==> src/verilog/tpe_consts.svh <==
/*
 constants of the pwm / single pulse / encoder timer block: register offsets,
 field positions, reset values. assumes a 16-bit counter and byte addresses.
*/
// Behaviour
// - down-count pwm1: low while counter exceeds compare
// - down-count pwm1 compare above reload keeps reference high
// - direction bit high counts down, low up
// - any nonzero center select gives center counting
// - center select 01/10/11 flags down/up/both matches
// - hardware owns direction bit in center mode
// - center start uses held direction, no joint writes
// - counter write 0/reload sets direction in center mode, no update
// - single pulse clears enable on update event
// - trigger edge in trigger mode sets enable
// - pwm2 single pulse rises at match, falls at reload
// - fast enable forces match level on trigger
// - fast enable acts only in pwm modes
// - slave select 001/010/011 picks encoder edges
// - encoder edges step counter when enabled
// - input one edges count per table
// - input two edges count per table
// - direction recomputed on every encoder transition of one input alone
// - encoder counter wraps between zero and reload
// - xor select feeds pins two to four
// - compare mode 110 pwm1, 111 pwm2
// - up-count pwm1 high below compare, pwm2 inverse
`ifndef TPE_CONSTS_SVH
`define TPE_CONSTS_SVH
// ****************************************************
// register offsets
// ****************************************************
`define A_CTRL 8'h00
`define A_SLAVE 8'h04
`define A_CHAN 8'h08
`define A_RELOAD 8'h0c
`define A_COMPARE 8'h10
`define A_COUNT 8'h14
`define A_STATUS 8'h18
// ****************************************************
// field positions
// ****************************************************
`define F_EN 0
`define F_OPM 1
`define F_DIR 2
`define F_CMS_LO 3
`define F_CMS_HI 4
`define F_XOR 5
`define F_SMS_LO 0
`define F_SMS_HI 2
`define F_TSEL 3
`define F_POL1 4
`define F_POL2 5
`define F_OCM_LO 0
`define F_OCM_HI 2
`define F_FE 3
`define F_OPOL 4
`define F_CFLAG 0
`define F_UFLAG 1
`define F_REF 2
// ****************************************************
// values
// ****************************************************
`define CMS_EDGE 2'h0
`define CMS_DOWN 2'h1
`define CMS_UP 2'h2
`define CMS_BOTH 2'h3
`define CNT_ZERO 16'h0000
`define CNT_ONE 16'h0001
`define WORD_ZERO 32'h0000_0000
`endif

==> src/verilog/tpe_pkg.sv <==
/*
 types of the pwm / single pulse / encoder timer block.
 assumes tpe_consts.svh for the numeric constants.
*/
package tpe_pkg;
   typedef logic [31:0] word_t;
   typedef logic [15:0] cnt_t;
   typedef logic [7:0] addr_t;
   typedef enum logic [2:0]
   {
      OCM_FROZEN = 3'h0,
      OCM_SET = 3'h1,
      OCM_CLEAR = 3'h2,
      OCM_TOGGLE = 3'h3,
      OCM_LOW = 3'h4,
      OCM_HIGH = 3'h5,
      OCM_PWM1 = 3'h6,
      OCM_PWM2 = 3'h7
   } ocm_e;
   typedef enum logic [2:0]
   {
      SMS_OFF = 3'h0,
      SMS_ENC_TWO = 3'h1,
      SMS_ENC_ONE = 3'h2,
      SMS_ENC_BOTH = 3'h3,
      SMS_RESET = 3'h4,
      SMS_GATED = 3'h5,
      SMS_TRIGGER = 3'h6,
      SMS_EXTCLK = 3'h7
   } sms_e;
endpackage : tpe_pkg

==> src/verilog/timer_pwm_pulse_encoder.sv <==
/*
 pwm (edge and center aligned), single pulse with fast output, quadrature
 encoder counting and the channel 1 xor feed of a general purpose timer.
 assumes a plain register port with read data one cycle after the strobe,
 and asynchronous channel pins that are synchronised here.
*/
`timescale 1ns/1ps
`include "tpe_consts.svh"
module timer_pwm_pulse_encoder
(
   // clock and reset
   input wire logic clk_sys_in,
   input wire logic rst_b_in,
   // register port
   input wire tpe_pkg::addr_t addr_in,
   input wire tpe_pkg::word_t wr_data_in,
   input wire logic wr_strobe_in,
   input wire logic rd_strobe_in,
   output tpe_pkg::word_t rd_data_out,
   // channel pins 1..4, bit 0 is pin one
   input wire logic [3:0] chan_pin_in,
   // waveform and state
   output logic compare_reference_signal_out,
   output logic compare_output_pin_out,
   output logic count_direction_bit_out,
   output logic update_event_out
);
   import tpe_pkg::*;

   function automatic logic is_pwm(input ocm_e m);
      is_pwm = (m == OCM_PWM1) || (m == OCM_PWM2);
   endfunction : is_pwm

   function automatic logic is_enc(input sms_e s);
      is_enc = (s == SMS_ENC_TWO) || (s == SMS_ENC_ONE) || (s == SMS_ENC_BOTH);
   endfunction : is_enc

   // ****************************************************
   // state
   // ****************************************************
   logic en_q, en_d, opm_q, opm_d, dir_q, dir_d, xsel_q, xsel_d;
   logic [1:0] cms_q, cms_d;
   sms_e sms_q, sms_d;
   logic tsel_q, tsel_d, pol1_q, pol1_d, pol2_q, pol2_d;
   ocm_e ocm_q, ocm_d;
   logic fe_q, fe_d, opol_q, opol_d;
   cnt_t arr_q, arr_d, ccr_q, ccr_d, cnt_q, cnt_d;
   logic cflag_q, cflag_d, uflag_q, uflag_d, force_q, force_d;
   logic ref_q, ref_d, outp_q, outp_d, uev_q, uev_d;
   word_t rd_q, rd_d;
   logic [3:0] s1_q, s2_q;
   logic f1p_q, f1p_d, f2p_q, f2p_d;
   logic t1, f1, f2, e1, e2, enc, center, trig_edge, upd, match, ndir;
   logic pulse, lvl1, wr_ctrl, wr_cnt;
   cnt_t cmp_cnt;

   // ****************************************************
   // input conditioning
   // ****************************************************
   always_comb
   begin
      // hall sensors on pins two to four feed channel 1
      t1 = xsel_q ? ^s2_q[3:1] : s2_q[0];
      f1 = t1 ^ pol1_q;
      f2 = s2_q[1] ^ pol2_q;
      e1 = f1 != f1p_q;
      e2 = f2 != f2p_q;
      enc = is_enc(sms_q);
      center = cms_q != `CMS_EDGE;
      trig_edge = (sms_q == SMS_TRIGGER) && (tsel_q ? (f2 & ~f2p_q) : (f1 & ~f1p_q));
      wr_ctrl = wr_strobe_in && (addr_in == `A_CTRL);
      wr_cnt = wr_strobe_in && (addr_in == `A_COUNT);
   end

   // ****************************************************
   // next state
   // ****************************************************
   always_comb
   begin
      en_d = en_q;
      opm_d = opm_q;
      dir_d = dir_q;
      xsel_d = xsel_q;
      cms_d = cms_q;
      sms_d = sms_q;
      tsel_d = tsel_q;
      pol1_d = pol1_q;
      pol2_d = pol2_q;
      ocm_d = ocm_q;
      fe_d = fe_q;
      opol_d = opol_q;
      arr_d = arr_q;
      ccr_d = ccr_q;
      cnt_d = cnt_q;
      force_d = force_q;
      f1p_d = f1;
      f2p_d = f2;
      upd = 1'b0;
      ndir = dir_q;
      pulse = 1'b0;
      // counter
      if (enc)
      begin
         // same-cycle change of both inputs is ambiguous: dropped
         if ((e1 || e2) && !(e1 && e2))
         begin
            ndir = e1 ? ~(f1 ^ f2) : (f1 ^ f2);
            dir_d = ndir;
            pulse = (e1 && sms_q[1]) || (e2 && sms_q[0]);
            if (en_q && pulse)
            begin
               if (!ndir)
               begin
                  if (cnt_q == arr_q)
                  begin
                     cnt_d = `CNT_ZERO;
                     upd = 1'b1;
                  end
                  else
                     cnt_d = cnt_q + `CNT_ONE;
               end
               else if (cnt_q == `CNT_ZERO)
               begin
                  cnt_d = arr_q;
                  upd = 1'b1;
               end
               else
                  cnt_d = cnt_q - `CNT_ONE;
            end
         end
      end
      else if (en_q)
      begin
         if (!center)
         begin
            if (!dir_q)
            begin
               if (cnt_q == arr_q)
               begin
                  cnt_d = `CNT_ZERO;
                  upd = 1'b1;
               end
               else
                  cnt_d = cnt_q + `CNT_ONE;
            end
            else if (cnt_q == `CNT_ZERO)
            begin
               cnt_d = arr_q;
               upd = 1'b1;
            end
            else
               cnt_d = cnt_q - `CNT_ONE;
         end
         else if (!dir_q)
         begin
            if (cnt_q >= arr_q)
            begin
               dir_d = 1'b1;
               cnt_d = arr_q - `CNT_ONE;
               upd = 1'b1;
            end
            else
               cnt_d = cnt_q + `CNT_ONE;
         end
         else if (cnt_q == `CNT_ZERO)
         begin
            dir_d = 1'b0;
            cnt_d = `CNT_ONE;
            upd = 1'b1;
         end
         else
            cnt_d = cnt_q - `CNT_ONE;
      end
      // software write of the counter overrides the step
      if (wr_cnt)
      begin
         cnt_d = wr_data_in[15:0];
         upd = 1'b0;
         if (center && !enc)
         begin
            if (wr_data_in[15:0] == `CNT_ZERO)
               dir_d = 1'b0;
            else if (wr_data_in[15:0] == arr_q)
               dir_d = 1'b1;
         end
      end
      // configuration writes
      if (wr_ctrl)
      begin
         en_d = wr_data_in[`F_EN];
         opm_d = wr_data_in[`F_OPM];
         cms_d = wr_data_in[`F_CMS_HI:`F_CMS_LO];
         xsel_d = wr_data_in[`F_XOR];
         // direction is software's only in edge-aligned timer mode
         if (!center && !enc)
            dir_d = wr_data_in[`F_DIR];
      end
      if (wr_strobe_in && (addr_in == `A_SLAVE))
      begin
         sms_d = sms_e'(wr_data_in[`F_SMS_HI:`F_SMS_LO]);
         tsel_d = wr_data_in[`F_TSEL];
         pol1_d = wr_data_in[`F_POL1];
         pol2_d = wr_data_in[`F_POL2];
      end
      if (wr_strobe_in && (addr_in == `A_CHAN))
      begin
         ocm_d = ocm_e'(wr_data_in[`F_OCM_HI:`F_OCM_LO]);
         fe_d = wr_data_in[`F_FE];
         opol_d = wr_data_in[`F_OPOL];
      end
      if (wr_strobe_in && (addr_in == `A_RELOAD))
         arr_d = wr_data_in[15:0];
      if (wr_strobe_in && (addr_in == `A_COMPARE))
         ccr_d = wr_data_in[15:0];
      // trigger start and fast output
      if (trig_edge)
      begin
         en_d = 1'b1;
         if (fe_q && is_pwm(ocm_q))
            force_d = 1'b1;
      end
      if (upd)
      begin
         force_d = 1'b0;
         if (opm_q)
            en_d = 1'b0;
      end
      if (!is_pwm(ocm_q))
         force_d = 1'b0;
   end

   // ****************************************************
   // compare, reference and flags
   // ****************************************************
   always_comb
   begin
      match = en_q && (cnt_q == ccr_q);
      // single pulse drops its level on the wrap, not one count later
      cmp_cnt = (opm_q && upd && !enc) ? cnt_d : cnt_q;
      // down-count pwm1 never reaches zero duty
      if (!center && dir_q)
         lvl1 = (ccr_q > arr_q) || !(cmp_cnt > ccr_q);
      else
         lvl1 = cmp_cnt < ccr_q;
      unique case (ocm_q)
         OCM_FROZEN: ref_d = ref_q;
         OCM_SET: ref_d = match ? 1'b1 : ref_q;
         OCM_CLEAR: ref_d = match ? 1'b0 : ref_q;
         OCM_TOGGLE: ref_d = match ? ~ref_q : ref_q;
         OCM_LOW: ref_d = 1'b0;
         OCM_HIGH: ref_d = 1'b1;
         OCM_PWM1: ref_d = lvl1;
         OCM_PWM2: ref_d = ~lvl1;
      endcase
      // fast output skips the compare latency
      if (force_q)
         ref_d = (ocm_q == OCM_PWM2);
      outp_d = ref_d ^ opol_q;
      uev_d = upd;
      cflag_d = cflag_q;
      uflag_d = uflag_q;
      if (wr_strobe_in && (addr_in == `A_STATUS))
      begin
         cflag_d = cflag_q & ~wr_data_in[`F_CFLAG];
         uflag_d = uflag_q & ~wr_data_in[`F_UFLAG];
      end
      // set beats a clear in the same cycle
      if (match && (!center || (cms_q == `CMS_BOTH) ||
          ((cms_q == `CMS_DOWN) && dir_q) || ((cms_q == `CMS_UP) && !dir_q)))
         cflag_d = 1'b1;
      if (upd)
         uflag_d = 1'b1;
      rd_d = `WORD_ZERO;
      if (rd_strobe_in)
      begin
         unique case (addr_in)
            `A_CTRL:
            begin
               rd_d[`F_EN] = en_q;
               rd_d[`F_OPM] = opm_q;
               rd_d[`F_DIR] = dir_q;
               rd_d[`F_CMS_HI:`F_CMS_LO] = cms_q;
               rd_d[`F_XOR] = xsel_q;
            end
            `A_SLAVE:
            begin
               rd_d[`F_SMS_HI:`F_SMS_LO] = sms_q;
               rd_d[`F_TSEL] = tsel_q;
               rd_d[`F_POL1] = pol1_q;
               rd_d[`F_POL2] = pol2_q;
            end
            `A_CHAN:
            begin
               rd_d[`F_OCM_HI:`F_OCM_LO] = ocm_q;
               rd_d[`F_FE] = fe_q;
               rd_d[`F_OPOL] = opol_q;
            end
            `A_RELOAD: rd_d[15:0] = arr_q;
            `A_COMPARE: rd_d[15:0] = ccr_q;
            `A_COUNT: rd_d[15:0] = cnt_q;
            `A_STATUS:
            begin
               rd_d[`F_CFLAG] = cflag_q;
               rd_d[`F_UFLAG] = uflag_q;
               rd_d[`F_REF] = ref_q;
            end
            default: rd_d = `WORD_ZERO;
         endcase
      end
   end

   // ****************************************************
   // registers
   // ****************************************************
   always_ff @(posedge clk_sys_in or negedge rst_b_in)
   begin
      if (!rst_b_in)
      begin
         en_q <= 1'b0;
         opm_q <= 1'b0;
         dir_q <= 1'b0;
         xsel_q <= 1'b0;
         cms_q <= `CMS_EDGE;
         sms_q <= SMS_OFF;
         tsel_q <= 1'b0;
         pol1_q <= 1'b0;
         pol2_q <= 1'b0;
         ocm_q <= OCM_FROZEN;
         fe_q <= 1'b0;
         opol_q <= 1'b0;
         arr_q <= `CNT_ZERO;
         ccr_q <= `CNT_ZERO;
         cnt_q <= `CNT_ZERO;
         cflag_q <= 1'b0;
         uflag_q <= 1'b0;
         force_q <= 1'b0;
         ref_q <= 1'b0;
         outp_q <= 1'b0;
         uev_q <= 1'b0;
         rd_q <= `WORD_ZERO;
         s1_q <= 4'h0;
         s2_q <= 4'h0;
         f1p_q <= 1'b0;
         f2p_q <= 1'b0;
      end
      else
      begin
         en_q <= en_d;
         opm_q <= opm_d;
         dir_q <= dir_d;
         xsel_q <= xsel_d;
         cms_q <= cms_d;
         sms_q <= sms_d;
         tsel_q <= tsel_d;
         pol1_q <= pol1_d;
         pol2_q <= pol2_d;
         ocm_q <= ocm_d;
         fe_q <= fe_d;
         opol_q <= opol_d;
         arr_q <= arr_d;
         ccr_q <= ccr_d;
         cnt_q <= cnt_d;
         cflag_q <= cflag_d;
         uflag_q <= uflag_d;
         force_q <= force_d;
         ref_q <= ref_d;
         outp_q <= outp_d;
         uev_q <= uev_d;
         rd_q <= rd_d;
         s1_q <= chan_pin_in;
         s2_q <= s1_q;
         f1p_q <= f1p_d;
         f2p_q <= f2p_d;
      end
   end

   assign rd_data_out = rd_q;
   assign compare_reference_signal_out = ref_q;
   assign compare_output_pin_out = outp_q;
   assign count_direction_bit_out = dir_q;
   assign update_event_out = uev_q;
endmodule : timer_pwm_pulse_encoder

==> config.mk <==
export PLATFORM = sky130hd
export DESIGN_NAME = timer_pwm_pulse_encoder
export DESIGN_NICKNAME = d
export VERILOG_FILES = /design/src/verilog/tpe_pkg.sv /design/src/verilog/timer_pwm_pulse_encoder.sv
export VERILOG_INCLUDE_DIRS = /design/src /design/src/verilog
export SDC_FILE = /design/constraint.sdc
export NUM_CORES = 1
export LEC_CHECK = 0
export ABC_CLOCK_PERIOD_IN_PS = 9600
export BUFFER_PORTS_ARGS = -buffer_cell sky130_fd_sc_hd__buf_2
export CORE_MARGIN = 3
export CORE_UTILIZATION = 29
export DETAILED_ROUTE_END_ITERATION = 8
export PLACE_DENSITY_LB_ADDON = 0.12
export SYNTH_ARGS = -nofsm -noshare
export SYNTH_HDL_FRONTEND = slang
export SYNTH_SLANG_ARGS = --single-unit
==> constraint.sdc <==
create_clock -name clk_sys_in -period 9.6 [get_ports clk_sys_in]
set_input_delay 0.48 -clock clk_sys_in [delete_from_list [all_inputs] [get_ports clk_sys_in]]
set_output_delay 0.48 -clock clk_sys_in [all_outputs]
set_load 0.02 [all_outputs]
# --- Yosys cells after proc, flatten, opt, wreduce, memory -nomap -nowiden ---
# Index checks and enable logic that the tools add are counted.
totals:
  inputBits: 48
  output_inout_bits: 36
  wordCells: 185
  ff_bits: 113
op_classes:
  bitwise: 15
  n_mux: 64
  order_cmp: 4
  eq_ne: 27
  add_sub_neg: 3
  reduce_logical: 46
op_table:
  columns: ["op", "n"]
  rows:
  - ["$mux W16", 15]
  - ["$eq A16 B16 Y1", 3]
  - ["$mux W1", 44]
  - ["$gt A16 B16 Y1", 2]
  - ["$logic_not A16 Y1", 2]
  - ["$sub A16 B1 Y16 const B", 2]
  - ["$pmux W10 S3", 1]
  - ["$eq A8 B5 Y1 const B", 3]
  - ["$logic_and A1 B1 Y1", 23]
  - ["$pmux W3 S7", 1]
  - ["$add A16 B1 Y16 const B", 1]
  - ["$eq A8 B4 Y1 const B", 2]
  - ["$ge A16 B16 Y1", 1]
  - ["$lt A16 B16 Y1", 1]
  - ["$eq A3 B3 Y1 const B", 5]
  - ["$eq A3 B2 Y1 const B", 4]
  - ["$pmux W2 S6", 1]
  - ["$logic_or A1 B1 Y1", 9]
  - ["$eq A8 B3 Y1 const B", 1]
  - ["$logic_not A8 Y1", 1]
  - ["$pmux W1 S8", 1]
  - ["$not A1 Y1", 7]
  - ["$eq A3 B1 Y1 const B", 2]
  - ["$reduce_bool A2 Y1", 3]
  - ["12 further kinds", 24]

# --- Logic depth before layout (Yosys ltp) ---
# Gate-level depths: netlist of run 1.
logic_depth:
  ltp_word: 22
  depth_mapped: 22
  ltp_nobuf: 21

# --- Worst setup path after synthesis of run 1 ---
# No wires, ideal clock.
synth_timing:
  kind: "register to register"
  startpoint: "reg arr_q[9]"
  endpoint: "reg outp_q (netlist: compare_output_pin_out)"
  n_path_buf: 1
  t_arrival_ns: 4.430
  path_stages_with_launch: 21
  required_time_ns: 9.471
  setup_slack_ns: 5.040
  period_less_slack_ns: 4.560
  setup_time_ns: 0.129
  cell_sequence: "dfrtp_1 -> clkbuf_1 -> inv_1 -> ha_1 -> a41oi_2 -> o21ai_1 -> a221o_1 -> a211oi_4 -> mux2_2 -> a221oi_1 -> nor2_1 -> mux2_1 -> ha_1 -> nand4_1 -> or2_2 -> a311o_1 -> o211ai_1 -> o41a_1 -> a22oi_1 -> and3b_1 -> nand3_1"
synth_between:
  elab_chain_len: 18
  word_cells_on_any_way: 39
  classes_between: "add/sub (1); order compare (4); eq/ne (1); mux (27); bitwise (2); reduce/logical (4)"
synth_lines:
  columns: ["item", "line", "rtl"]
  rows:
  - ["from (decl)", "timer_pwm_pulse_encoder.sv:47", "cnt_t arr_q, arr_d, ccr_q, ccr_d, cnt_q, cnt_d;"]
  - ["from (signal assigned)", "timer_pwm_pulse_encoder.sv:331", "arr_q <= `CNT_ZERO;"]
  - ["from (signal assigned)", "timer_pwm_pulse_encoder.sv:360", "arr_q <= arr_d;"]
  - ["$ge A16 B16 Y1 or $eq A16 B16 Y1 (tied branches)", "timer_pwm_pulse_encoder.sv:156, timer_pwm_pulse_encoder.sv:114, timer_pwm_pulse_encoder.sv:138", null]
  - ["$mux W1 (on tied branches)", "timer_pwm_pulse_encoder.sv:156, timer_pwm_pulse_encoder.sv:114, timer_pwm_pulse_encoder.sv:138", null]
  - ["$mux W1 (on tied branches)", "timer_pwm_pulse_encoder.sv:154, timer_pwm_pulse_encoder.sv:112, timer_pwm_pulse_encoder.sv:136", null]
  - ["$mux W1 (on tied branches)", "timer_pwm_pulse_encoder.sv:134, timer_pwm_pulse_encoder.sv:110", null]
  - ["$mux W1 (on tied branches)", "timer_pwm_pulse_encoder.sv:132, timer_pwm_pulse_encoder.sv:105", null]
  - ["$mux W1", "timer_pwm_pulse_encoder.sv:102", "if (enc)"]
  - ["$mux W1", "timer_pwm_pulse_encoder.sv:175", "if (wr_cnt)"]
  - ["$logic_and A1 B1 Y1 (2 in series)", "timer_pwm_pulse_encoder.sv:239", "cmp_cnt = (opm_q && upd && !enc) ? cnt_d : cnt_q;"]
  - ["[... 2 more ...]", null, null]
  - ["$logic_not A1 Y1", "timer_pwm_pulse_encoder.sv:242", "lvl1 = (ccr_q > arr_q) || !(cmp_cnt > ccr_q);"]
  - ["$logic_or A1 B1 Y1", "timer_pwm_pulse_encoder.sv:242", null]
  - ["$mux W1 *", "timer_pwm_pulse_encoder.sv:241", "if (!center && dir_q)"]
  - ["$not A1 Y1", "timer_pwm_pulse_encoder.sv:253", "OCM_PWM2: ref_d = ~lvl1;"]
  - ["$pmux W1 S8 *", "timer_pwm_pulse_encoder.sv:245", "unique case (ocm_q)"]
  - ["$mux W1 *", "timer_pwm_pulse_encoder.sv:256", "if (force_q)"]
  - ["$xor A1 B1 Y1 *", "timer_pwm_pulse_encoder.sv:258", "outp_d = ref_d ^ opol_q;"]
  - ["via outp_d", "timer_pwm_pulse_encoder.sv:49", "logic ref_q, ref_d, outp_q, outp_d, uev_q, uev_d;"]
  - ["to (signal assigned)", "timer_pwm_pulse_encoder.sv:367", "outp_q <= outp_d;"]
  - ["to (decl)", "timer_pwm_pulse_encoder.sv:49", null]
# The timed path passes the listed nets; every way through them passes the cells marked *.
# A chain may end at the register's enable or synchronous reset.

# --- Worst setup path in the final report of run 1 ---
layout_timing:
  startpoint: "reg cnt_q[1]"
  endpoint: "reg outp_q (netlist: compare_output_pin_out)"
layout_between:
  elab_chain_len: 18
  word_cells_on_any_way: 47
  classes_between: "add/sub (2); order compare (3); eq/ne (2); mux (32); bitwise (2); reduce/logical (6)"
layout_lines:
  columns: ["item", "line", "rtl"]
  rows:
  - ["from (decl)", "timer_pwm_pulse_encoder.sv:47", null]
  - ["from (signal assigned)", "timer_pwm_pulse_encoder.sv:333", "cnt_q <= `CNT_ZERO;"]
  - ["from (signal assigned)", "timer_pwm_pulse_encoder.sv:362", "cnt_q <= cnt_d;"]
  - ["$ge A16 B16 Y1 (tied with other cells)", "timer_pwm_pulse_encoder.sv:156", "if (cnt_q >= arr_q)"]
  - ["$mux W1 (on tied branches)", null, null]
  - ["$mux W1 (on tied branches)", "timer_pwm_pulse_encoder.sv:154, timer_pwm_pulse_encoder.sv:112, timer_pwm_pulse_encoder.sv:136", null]
  - ["$mux W1 (on tied branches)", "timer_pwm_pulse_encoder.sv:134, timer_pwm_pulse_encoder.sv:110", null]
  - ["$mux W1 (on tied branches)", "timer_pwm_pulse_encoder.sv:132, timer_pwm_pulse_encoder.sv:105", null]
  - ["$mux W1", "timer_pwm_pulse_encoder.sv:102", null]
  - ["$mux W1", "timer_pwm_pulse_encoder.sv:175", null]
  - ["$logic_and A1 B1 Y1 (2 in series)", "timer_pwm_pulse_encoder.sv:239", null]
  - ["[... 2 more ...]", null, null]
  - ["$logic_not A1 Y1", "timer_pwm_pulse_encoder.sv:242", null]
  - ["$logic_or A1 B1 Y1", "timer_pwm_pulse_encoder.sv:242", null]
  - ["$mux W1", "timer_pwm_pulse_encoder.sv:241", null]
  - ["$not A1 Y1", "timer_pwm_pulse_encoder.sv:253", null]
  - ["$pmux W1 S8 *", "timer_pwm_pulse_encoder.sv:245", null]
  - ["$mux W1 *", "timer_pwm_pulse_encoder.sv:256", null]
  - ["$xor A1 B1 Y1 *", "timer_pwm_pulse_encoder.sv:258", null]
  - ["via outp_d", "timer_pwm_pulse_encoder.sv:49", null]
# Marked as above.

==> impl_metrics.ini, run 1 <==
[run_status]
status = complete, no violations

[synthesis]
syn_inst = 1006
synth.most_common_cell = dfrtp_1
ys_top_cells_by_area = dfrtp_1 (27%), ha_1 (8.3%), xnor2_1 (5.9%)
ys_ff_latch = 97
syn-mean-instance-area_um2 = 8.83
ys_top_cells_by_count = dfrtp_1 (97), nand2_1 (65), nor2_1 (62), xnor2_1 (60), ha_1 (59)
syn_area_um2 = 8880
ys_types = 94
async_flop_share_pct = 100
synth-main-ff-cell = dfrtp_1
yosysTopAreaCell = dfrtp_1
synth_top_area_share_pct = 27.3
ys_warn_count = 0
synth_edf_count = 0
ys_seq_area_share_pct = 27.3

[finish]
stdcell_count = 1407
diodes = 0
drive_gt1_share_pct = 17.3
syn_to_final_growth_pct = 9.06
finish.utilization_pct = 32.3
final_nets = 1119

[sta]
post-route-min-period_ns = 6.04
rsz0062_at_grt = no
skew_ns = 0.0158
setup_viol = 0
slew_viol_final = 0
slew_headroom_pct = 32.3
hold_violations = 0
hold_slack_ns = 0.0928
tns_ns = 0
tightest_slew_ns = 1.01
fin_crit_sh_pct = 62.9
fmax_mhz = 166

[routing]
wirelength_mm = 34.4
routed-wl-met3_mm = 2.11
ant_nets = 0
drt-initial-drc-count = 831
routed.top_layer = met4
firstDrtPassIters = 6
routed_via_density = 5.74
wl_per_cell_um = 24.4
vias = 8071
drc = 0
met2WireLength_mm = 15.2
drt-met1-wl_mm = 16.2

[grt]
grt_pass1_wl_mm = 51.2
grt_usage_pct = 20.5
grt_start_max_net_pins = 55
grt_pass1_vias = 7704
grt_antenna_before_repair = 1
gr-total-overflow = 0

[pwr]
power_mw = 2.08
p_per_area_nw_per_um2 = 215
p_leak_nw = 3.87
peakVddDrop_mv = 0.0929

[setup_path]
worst_setup_path_end_kind = register
critPathKind = reg -> reg
worstPathRequired_ns = 9.86
start_kind = register
crit_fanout = 19
crit_arrival_ns = 6.30

[clocking]
insertion_delay_ns = 0.38
cts.sinks = 97
cts_tree = built
numCtsBuffers = 9
clockBufferDepth = 2
ctsResizeCount = 0
cts-hold-fix-buffers = 0
htreeDepth = 3
clkSlewWorstSetupHoldPaths_ns = 0.09
root_buffer = clkbuf_16
post_cts_buffers = 0

[die]
core_area_um2 = 30000
row_count = 63
die_area_um2 = 32800
ios = 84
die_w_um = 181
die_h_um = 181
start_util_pct = 29.7

[placement]
dp.final_hpwl_mm = 24.8
dp_cells = 1391
port_buffers = 51
place.gp.congestion = 0.880

[job]
cap_violations = 0

[worst_hold_path]
hold_path.class = in -> async
-- layout by cell type, fill, tap and decap left out, types with 9 or more instances in the layout --
cell type / netlist / layout
and4_1: 10 / 10
nor4_1: 11 / 11
mux2_1: 11 / 11
a222oi_1: 10 / 10
a22oi_1: 11 / 11
a21o_1: 13 / 13
nor3_1: 31 / 31
a21oi_1: 51 / 51
buf_2: 12 / 50
a211oi_1: 11 / 11
o21ai_0: 47 / 47
mux2i_1: 14 / 14
conb_1: 1 / 16
nand3_1: 39 / 39
xnor2_1: 60 / 60
mux2_2: 44 / 44
xor2_1: 16 / 16
nor2_1: 62 / 62
buf_4: 19 / 20
ha_1: 59 / 59
o211ai_1: 17 / 17
nand2_1: 65 / 65
clkbuf_16: 0 / 9
nand4_1: 24 / 24
o21ai_1: 13 / 13
inv_1: 44 / 44
dfrtp_1: 97 / 97
-- kinds of logic after synthesis --
family | after synthesis | share of synthesized area (%)
and+or+nand+nor | 307 | 18.9
AOI/OAI and AO/OA | 249 | 19.6
DFF | 97 | 27.3
xor gates and xnor gates | 78 | 8.01
muxes | 78 | 10.7
adders and majority gates | 59 | 8.31
buffers and inverters | 137 | 7.18
other | 1 | 0.0422
-- final cells by class --
cell class | count | area (µm²)
Clock buffer | 9 | 225
Clock inverter | 7 | 96.3
Fill cell | 3183 | 20300
Inverter | 47 | 176
Multi-Input combinational cell | 787 | 5880
Sequential cell | 97 | 2430
Tap cell | 390 | 488
Timing Repair Buffer | 70 | 400
-- final timing paths --
check	depth (start not counted)	end	from	slack (ns)
worst max-delay path	18	compare_output_pin_out	cnt_q[1]	3.56
worst min-delay path	1	s1_q[2]	rst_b_in	0.09
worst max register to register	18	compare_output_pin_out	cnt_q[1]	3.56
worst min register to register	0	s2_q[0]	s1_q[0]	0.34
max in group asynchronous	2	arr_q[7]	rst_b_in	8.33
min in group clk_sys_in	1	s1_q[3]	chan_pin_in[3]	0.20
-- worst max-delay path: stages (launching register included) --
cell and delay [ns]:
dfrtp_1 0.78, inv_1 0.22, ha_1 0.24, nor4b_2 0.16, nand3_1 0.45, or2_1 0.81
a31oi_1 0.27, a2111oi_2 0.49, nor4b_2 0.13, mux2_1 0.30, ha_1 0.30, nand4_1 0.13
or2_2 0.36, a311o_1 0.33, o211ai_1 0.17, o41a_1 0.34, a22oi_1 0.13, and3b_1 0.23
nand3_1 0.08
-- sequential cells by signal (all words and copies together) (netlist names), 2 cells and up --
signal,count
cms_q,2
s1_q,4
s2_q,4
ccr_q,16
sms_q,3
ocm_q,3
cnt_q,16
arr_q,16
rd_data_out,16
-- layer usage --
layer / global-route usage, % / up-vias
met5: 0 / -
met4: 6.76 / 0
met3: 3.02 / 52
met2: 31.2 / 303
met1: 29.9 / 4021
li1: - / 3695
-- per-stage QoR --
| stage | area (µm²) | setup WS, ns |
|---|---|---|
| global placement | 9370 | 3.67 |
| floorplan | 8940 | 5.04 |
| global route | 9690 | 3.30 |
| detailed placement | 9370 | 3.70 |
| CTS | 9690 | 3.64 |
| finish | 9690 | 3.56 |
-- power by group --
group / total, mW / switching [mW] / internal, mW
combinational: 1.07 / 0.653 / 0.418
sequential: 0.596 / 0.144 / 0.452
clock: 0.416 / 0.205 / 0.211
(Power assumes the default switching activity.)
==> inputs of run 2 (changes only) <==
- ABC_AREA: unset -> 1
- ABC_CLOCK_PERIOD_IN_PS: 9600 -> 5900
- clock period: 9.6 -> 5.9 ns (I/O delays scaled with it)
==> impl_metrics.ini, run 2 <==
[run_status]
status = complete, no violations

[finish]
syn_to_final_growth_pct = 10.5
diodes = 0
layout_common_cells = nand2_1 (420), nand3_1 (162), inv_1 (160)
fin_area_um2 = 10000
final_common_cell = nand2_1
stdcell_count = 1861
final_nets = 1567
drive_gt1_share_pct = 8.40
finish.utilization_pct = 32.6

[synthesis]
synth_edf_count = 0
ys_top_cells_by_count = nand2_1 (420), nand3_1 (162), inv_1 (160), nor2_1 (111), dfrtp_1 (97)
ys_types = 50
ys_seq_area_share_pct = 26.7
synth_top_area_share_pct = 26.7
synth-main-ff-cell = dfrtp_1
ys_top_cells_by_area = dfrtp_1 (27%), nand2_1 (17%), nand3_1 (8.9%)
yosysTopAreaCell = dfrtp_1
syn-mean-instance-area_um2 = 6.34
async_flop_share_pct = 100
ys_ff_latch = 97
synth.most_common_cell = nand2_1
syn_inst = 1431
ys_warn_count = 0
syn_area_um2 = 9070

[sta]
tightest_slew_ns = 1.17
post-route-min-period_ns = 4.84
slew_viol_final = 0
fin_crit_sh_pct = 82.0
skew_ns = 0.0116
fmax_mhz = 207
hold_violations = 0
tns_ns = 0
rsz0062_at_grt = no
setup_viol = 0
slew_headroom_pct = 21.8

[setup_path]
worst_setup_path_end_kind = register
cp_common_cell = nand2_1
critPathLaunch = s2_q[1]
cpMaxStageDelayCell = nand3_2
r2r_cells = 33
r2r-end = compare_output_pin_out
worstPathRequired_ns = 6.17
critPathKind = reg -> reg
slowest_delay_ns = 0.43
start_kind = register
r2r_setup_slack_ns = 1.06
crit_fanout = 18
r2r_start = s2_q[1]
crit_arrival_ns = 5.11

[placement]
dp_cells = 1844
port_buffers = 51
dp.final_hpwl_mm = 29.9
dpl_cell_area_um2 = 9700
place.gp.congestion = 0.946

[routing]
routed_via_density = 5.29
drc = 0
wirelength_mm = 39.3
vias = 9839
ant_nets = 0
firstDrtPassIters = 5
wl_per_cell_um = 21.1
drt-initial-drc-count = 1055

[die]
die_w_um = 183
core_area_um2 = 30700
die_h_um = 183
ios = 84
row_count = 64
die_area_um2 = 33500
start_util_pct = 29.5

[clocking]
insertion_delay_ns = 0.37
root_buffer = clkbuf_16
post_cts_buffers = 0
ctsResizeCount = 0
clockBufferDepth = 2
cts.sinks = 97
cts_tree = built
clkSlewWorstSetupHoldPaths_ns = 0.08
cts-hold-fix-buffers = 1
htreeDepth = 3
numCtsBuffers = 9

[worst_hold_path]
min-delay-start = chan_pin_in[0]
hold_path.class = in -> reg
holdPathStages = 1
whs_endpoint = s1_q[0]

[pwr]
peakVddDrop_mv = 0.174
p_leak_nw = 4.99
p_per_area_nw_per_um2 = 399

[grt]
gr-total-overflow = 0
grt_start_max_net_pins = 53
grt_pass1_wl_mm = 58.9
grt_util_met2_pct = 37.3
grt_use_met3_pct = 3.29
grtUsageMet1_pct = 33.1
grt_usage_pct = 23.4
busiest_layer = met2
grt_antenna_before_repair = 0
grt_pass1_vias = 9167

[job]
cap_violations = 0
==> run 2: per-stage QoR <==
stage               hold WS, ns  setup WS (ns)  total power, mW
global route             0.0138          0.594             4.31
floorplan             -0.000591           2.14             2.50
CTS                      0.0156           1.06             3.97
detailed placement        0.335           1.08             3.32
global placement          0.333           1.15             3.32
finish                   0.0305           1.06             4.00
==> run 2: critical path: cells and delay by family, from the launching register on <==
kind                     cells  cell delay (ns)
AND/OR/NAND/NOR             26             2.91
adder cells (fa/ha/maj)      2             0.63
buffers and inverters        4             0.49
flip-flops                   1             0.42
XOR/XNOR                     1             0.22
==> run 2: final cells by class <==
cell class / count / area, µm²
timing repair buffer: 81 / 485
inverter: 168 / 631
multi-input combinational: 1103 / 5670
tap: 396 / 495
clock inverter: 7 / 88.8
sequential: 97 / 2430
clock buffer: 9 / 225
fill: 3486 / 20700
==> run 2: per-layer routing <==
metal  vias to the layer above  wire length, µm
met5                         -                0
met4                         0             1090
met3                        62             2450
met2                       394            17800
met1                      4664            18000
li1                       4719                -
==> run 2: worst max-delay path by stage <==
stage,endpoint,slack [ns],cells after the start
2_1_floorplan,compare_output_pin_out,2.14,32
3_3_place_gp,compare_output_pin_out,1.15,33
3_5_place_dp,compare_output_pin_out,1.08,33
4_1_cts,compare_output_pin_out,1.06,33
5_1_grt,compare_output_pin_out,0.59,33
6_report,compare_output_pin_out,1.06,33
==> run 2: logic make-up (layout without fill, tap and decap cells) <==
family	Yosys count	in the layout	synth area share [%]
AO/OA/AOI/OAI	226	226	13.6
XOR/XNOR	34	34	3.45
adder cells (fa/ha/maj)	59	59	8.13
buffers and inverters	246	265	11.4
flip-flops	97	97	26.7
multiplexers	1	1	0.124
other	1	16	0.0413
AND/OR/NAND/NOR	767	767	36.5
==> run 2: power by group <==
group | internal, mW | switching (mW) | total (mW)
Clock | 0.337 | 0.300 | 0.637
Combinational | 0.746 | 1.59 | 2.34
Sequential | 0.756 | 0.265 | 1.02
Total | 1.84 | 2.16 | 4.00
==> inputs of run 3 (changes only) <==
- ABC_AREA: 1 -> 0
- ABC_CLOCK_PERIOD_IN_PS: 5900 -> 4800
- clock period: 5.9 -> 4.8 ns (I/O delays scaled with it)
==> impl_metrics.ini, run 3 (same netlist as run 1, synthesis figures left out) <==
[placement]
place.gp.congestion = 0.906
dp_cells = 1498
port_buffers = 51
dp.final_hpwl_mm = 28.4
dpl_cell_area_um2 = 10200

[clocking]
root_buffer = clkbuf_16
insertion_delay_ns = 0.37
cts.sinks = 97
htreeDepth = 3
cts_tree = built
clockBufferDepth = 2
numCtsBuffers = 9
clkSlewWorstSetupHoldPaths_ns = 0.08

[setup_path]
worstPathRequired_ns = 5.04
crit_fanout = 11
start_kind = register
critPathKind = reg -> reg
crit_chain = ha_1, a2111oi_4, nor4_4, buf_4, a211oi_4, buf_6, buf_4, mux2_2, o211a_1, o21ai_0, ha_1, nand4_1, o21bai_1, a311o_1, o211ai_1, o41a_1, a22oi_1, and3b_1, nand3_1
critPathTopFamily = compound AO/OA/AOI/OAI gates
crit_arrival_ns = 4.97
cp_num_buf_inv = 3
r2r_start = cnt_q[1]
slowest_delay_ns = 0.46
worst_setup_path_end_kind = register
critPathLaunch = cnt_q[1]
cpMaxStageDelayCell = dfrtp_2

[pwr]
power_mw = 4.53
peakVddDrop_mv = 0.205
p_leak_nw = 4.51
p_per_area_nw_per_um2 = 420

[worst_hold_path]
min-delay-start = wr_data_in[13]
hold_path.class = in -> reg

[sta]
tightest_slew_ns = 1.07
hold_violations = 0
post-route-min-period_ns = 4.73
fin_crit_sh_pct = 98.6
setup_viol = 0
fmax_mhz = 211
rsz0062_at_grt = yes
slew_viol_final = 0
skew_ns = 0.00981
slew_headroom_pct = 28.0

[finish]
drive_gt1_share_pct = 28.4
finish.utilization_pct = 36.0
fin_area_um2 = 10800
stdcell_count = 1530
final_common_cell = buf_4
syn_to_final_growth_pct = 21.5
layout_common_cells = buf_4 (136), dfrtp_1 (96), nand2_1 (63)
final_nets = 1242
diodes = 0

[grt]
grt_pass1_wl_mm = 55.7
grt_antenna_before_repair = 0
grt_pass1_vias = 8461
grt_usage_pct = 22.4
gr-total-overflow = 0
grt_start_max_net_pins = 57

[job]
cap_violations = 0

[die]
ios = 84
core_area_um2 = 30000
die_h_um = 181
row_count = 63
start_util_pct = 29.7
die_area_um2 = 32800
die_w_um = 181

[routing]
drc = 0
wirelength_mm = 36.8
ant_nets = 0
firstDrtPassIters = 5
routed_via_density = 5.62
wl_per_cell_um = 24.1
drt-initial-drc-count = 788
vias = 8592

[run_status]
status = complete, no violations
-- run 3: path summary, 6_finish.rpt --
path,slack [ns],depth (start not counted),endpoint
worst max-delay path,0.07,19,compare_output_pin_out
worst min-delay path,0.17,3,cnt_q[13]
worst max register to register,0.07,19,compare_output_pin_out
worst min register to register,0.35,0,s2_q[2]
max in group asynchronous,3.24,3,arr_q[15]
min in group asynchronous,0.46,2,s2_q[2]
-- run 3: report_power, final --
| group | switching [mW] | internal, mW | total (mW) |
|---|---|---|---|
| clock | 0.367 | 0.362 | 0.729 |
| combinational | 1.66 | 1.13 | 2.79 |
| sequential | 0.103 | 0.911 | 1.01 |
-- run 3: final cells by class --
cell class                      instances  area, µm²
Fill cell                            3136      19200
Multi-Input combinational cell        787       6060
Sequential cell                        97       2430
Timing Repair Buffer                  193       1350
Tap cell                              390        488
Clock buffer                            9        225
Inverter                               47        176
Clock inverter                          7       62.6
-- run 3: tightest hold or removal path: stages --
cell and delay [ns]:
buf_2 0.14, nand2_1 0.06, o21ai_1 0.05
-- run 3: what timing repair did --
action,4_1_cts,5_1_grt
cloned,0,0
hold buffers,5,0
buffers inserted,3,9
pin swaps,7,15
endpoints found under the setup margin,2,2
resized for setup,10,32
hold endpoints to repair,59,0
-- run 3: per-stage QoR --
step / TNS (ns) / hold WS (ns) / worst slack, ns
2_1_floorplan: 0 / -0.0556 / 0.240
3_3_place_gp: 0 / 0.336 / 0.00922
3_5_place_dp: -0.104 / 0.336 / -0.0755
4_1_cts: 0 / 0.157 / 0.0477
5_1_grt: -0.266 / 0.182 / -0.189
6_report: 0 / 0.168 / 0.0680
-- run 3: layer usage --
metal / vias to the layer above / share of wire, % / GRT usage (%)
met2: 338 / 45 / 34.2
met1: 4262 / 47 / 33.6
met5: - / 0 / 0
met3: 39 / 6.2 / 2.56
met4: 0 / 1.8 / 5.61
li1: 3953 / - / -
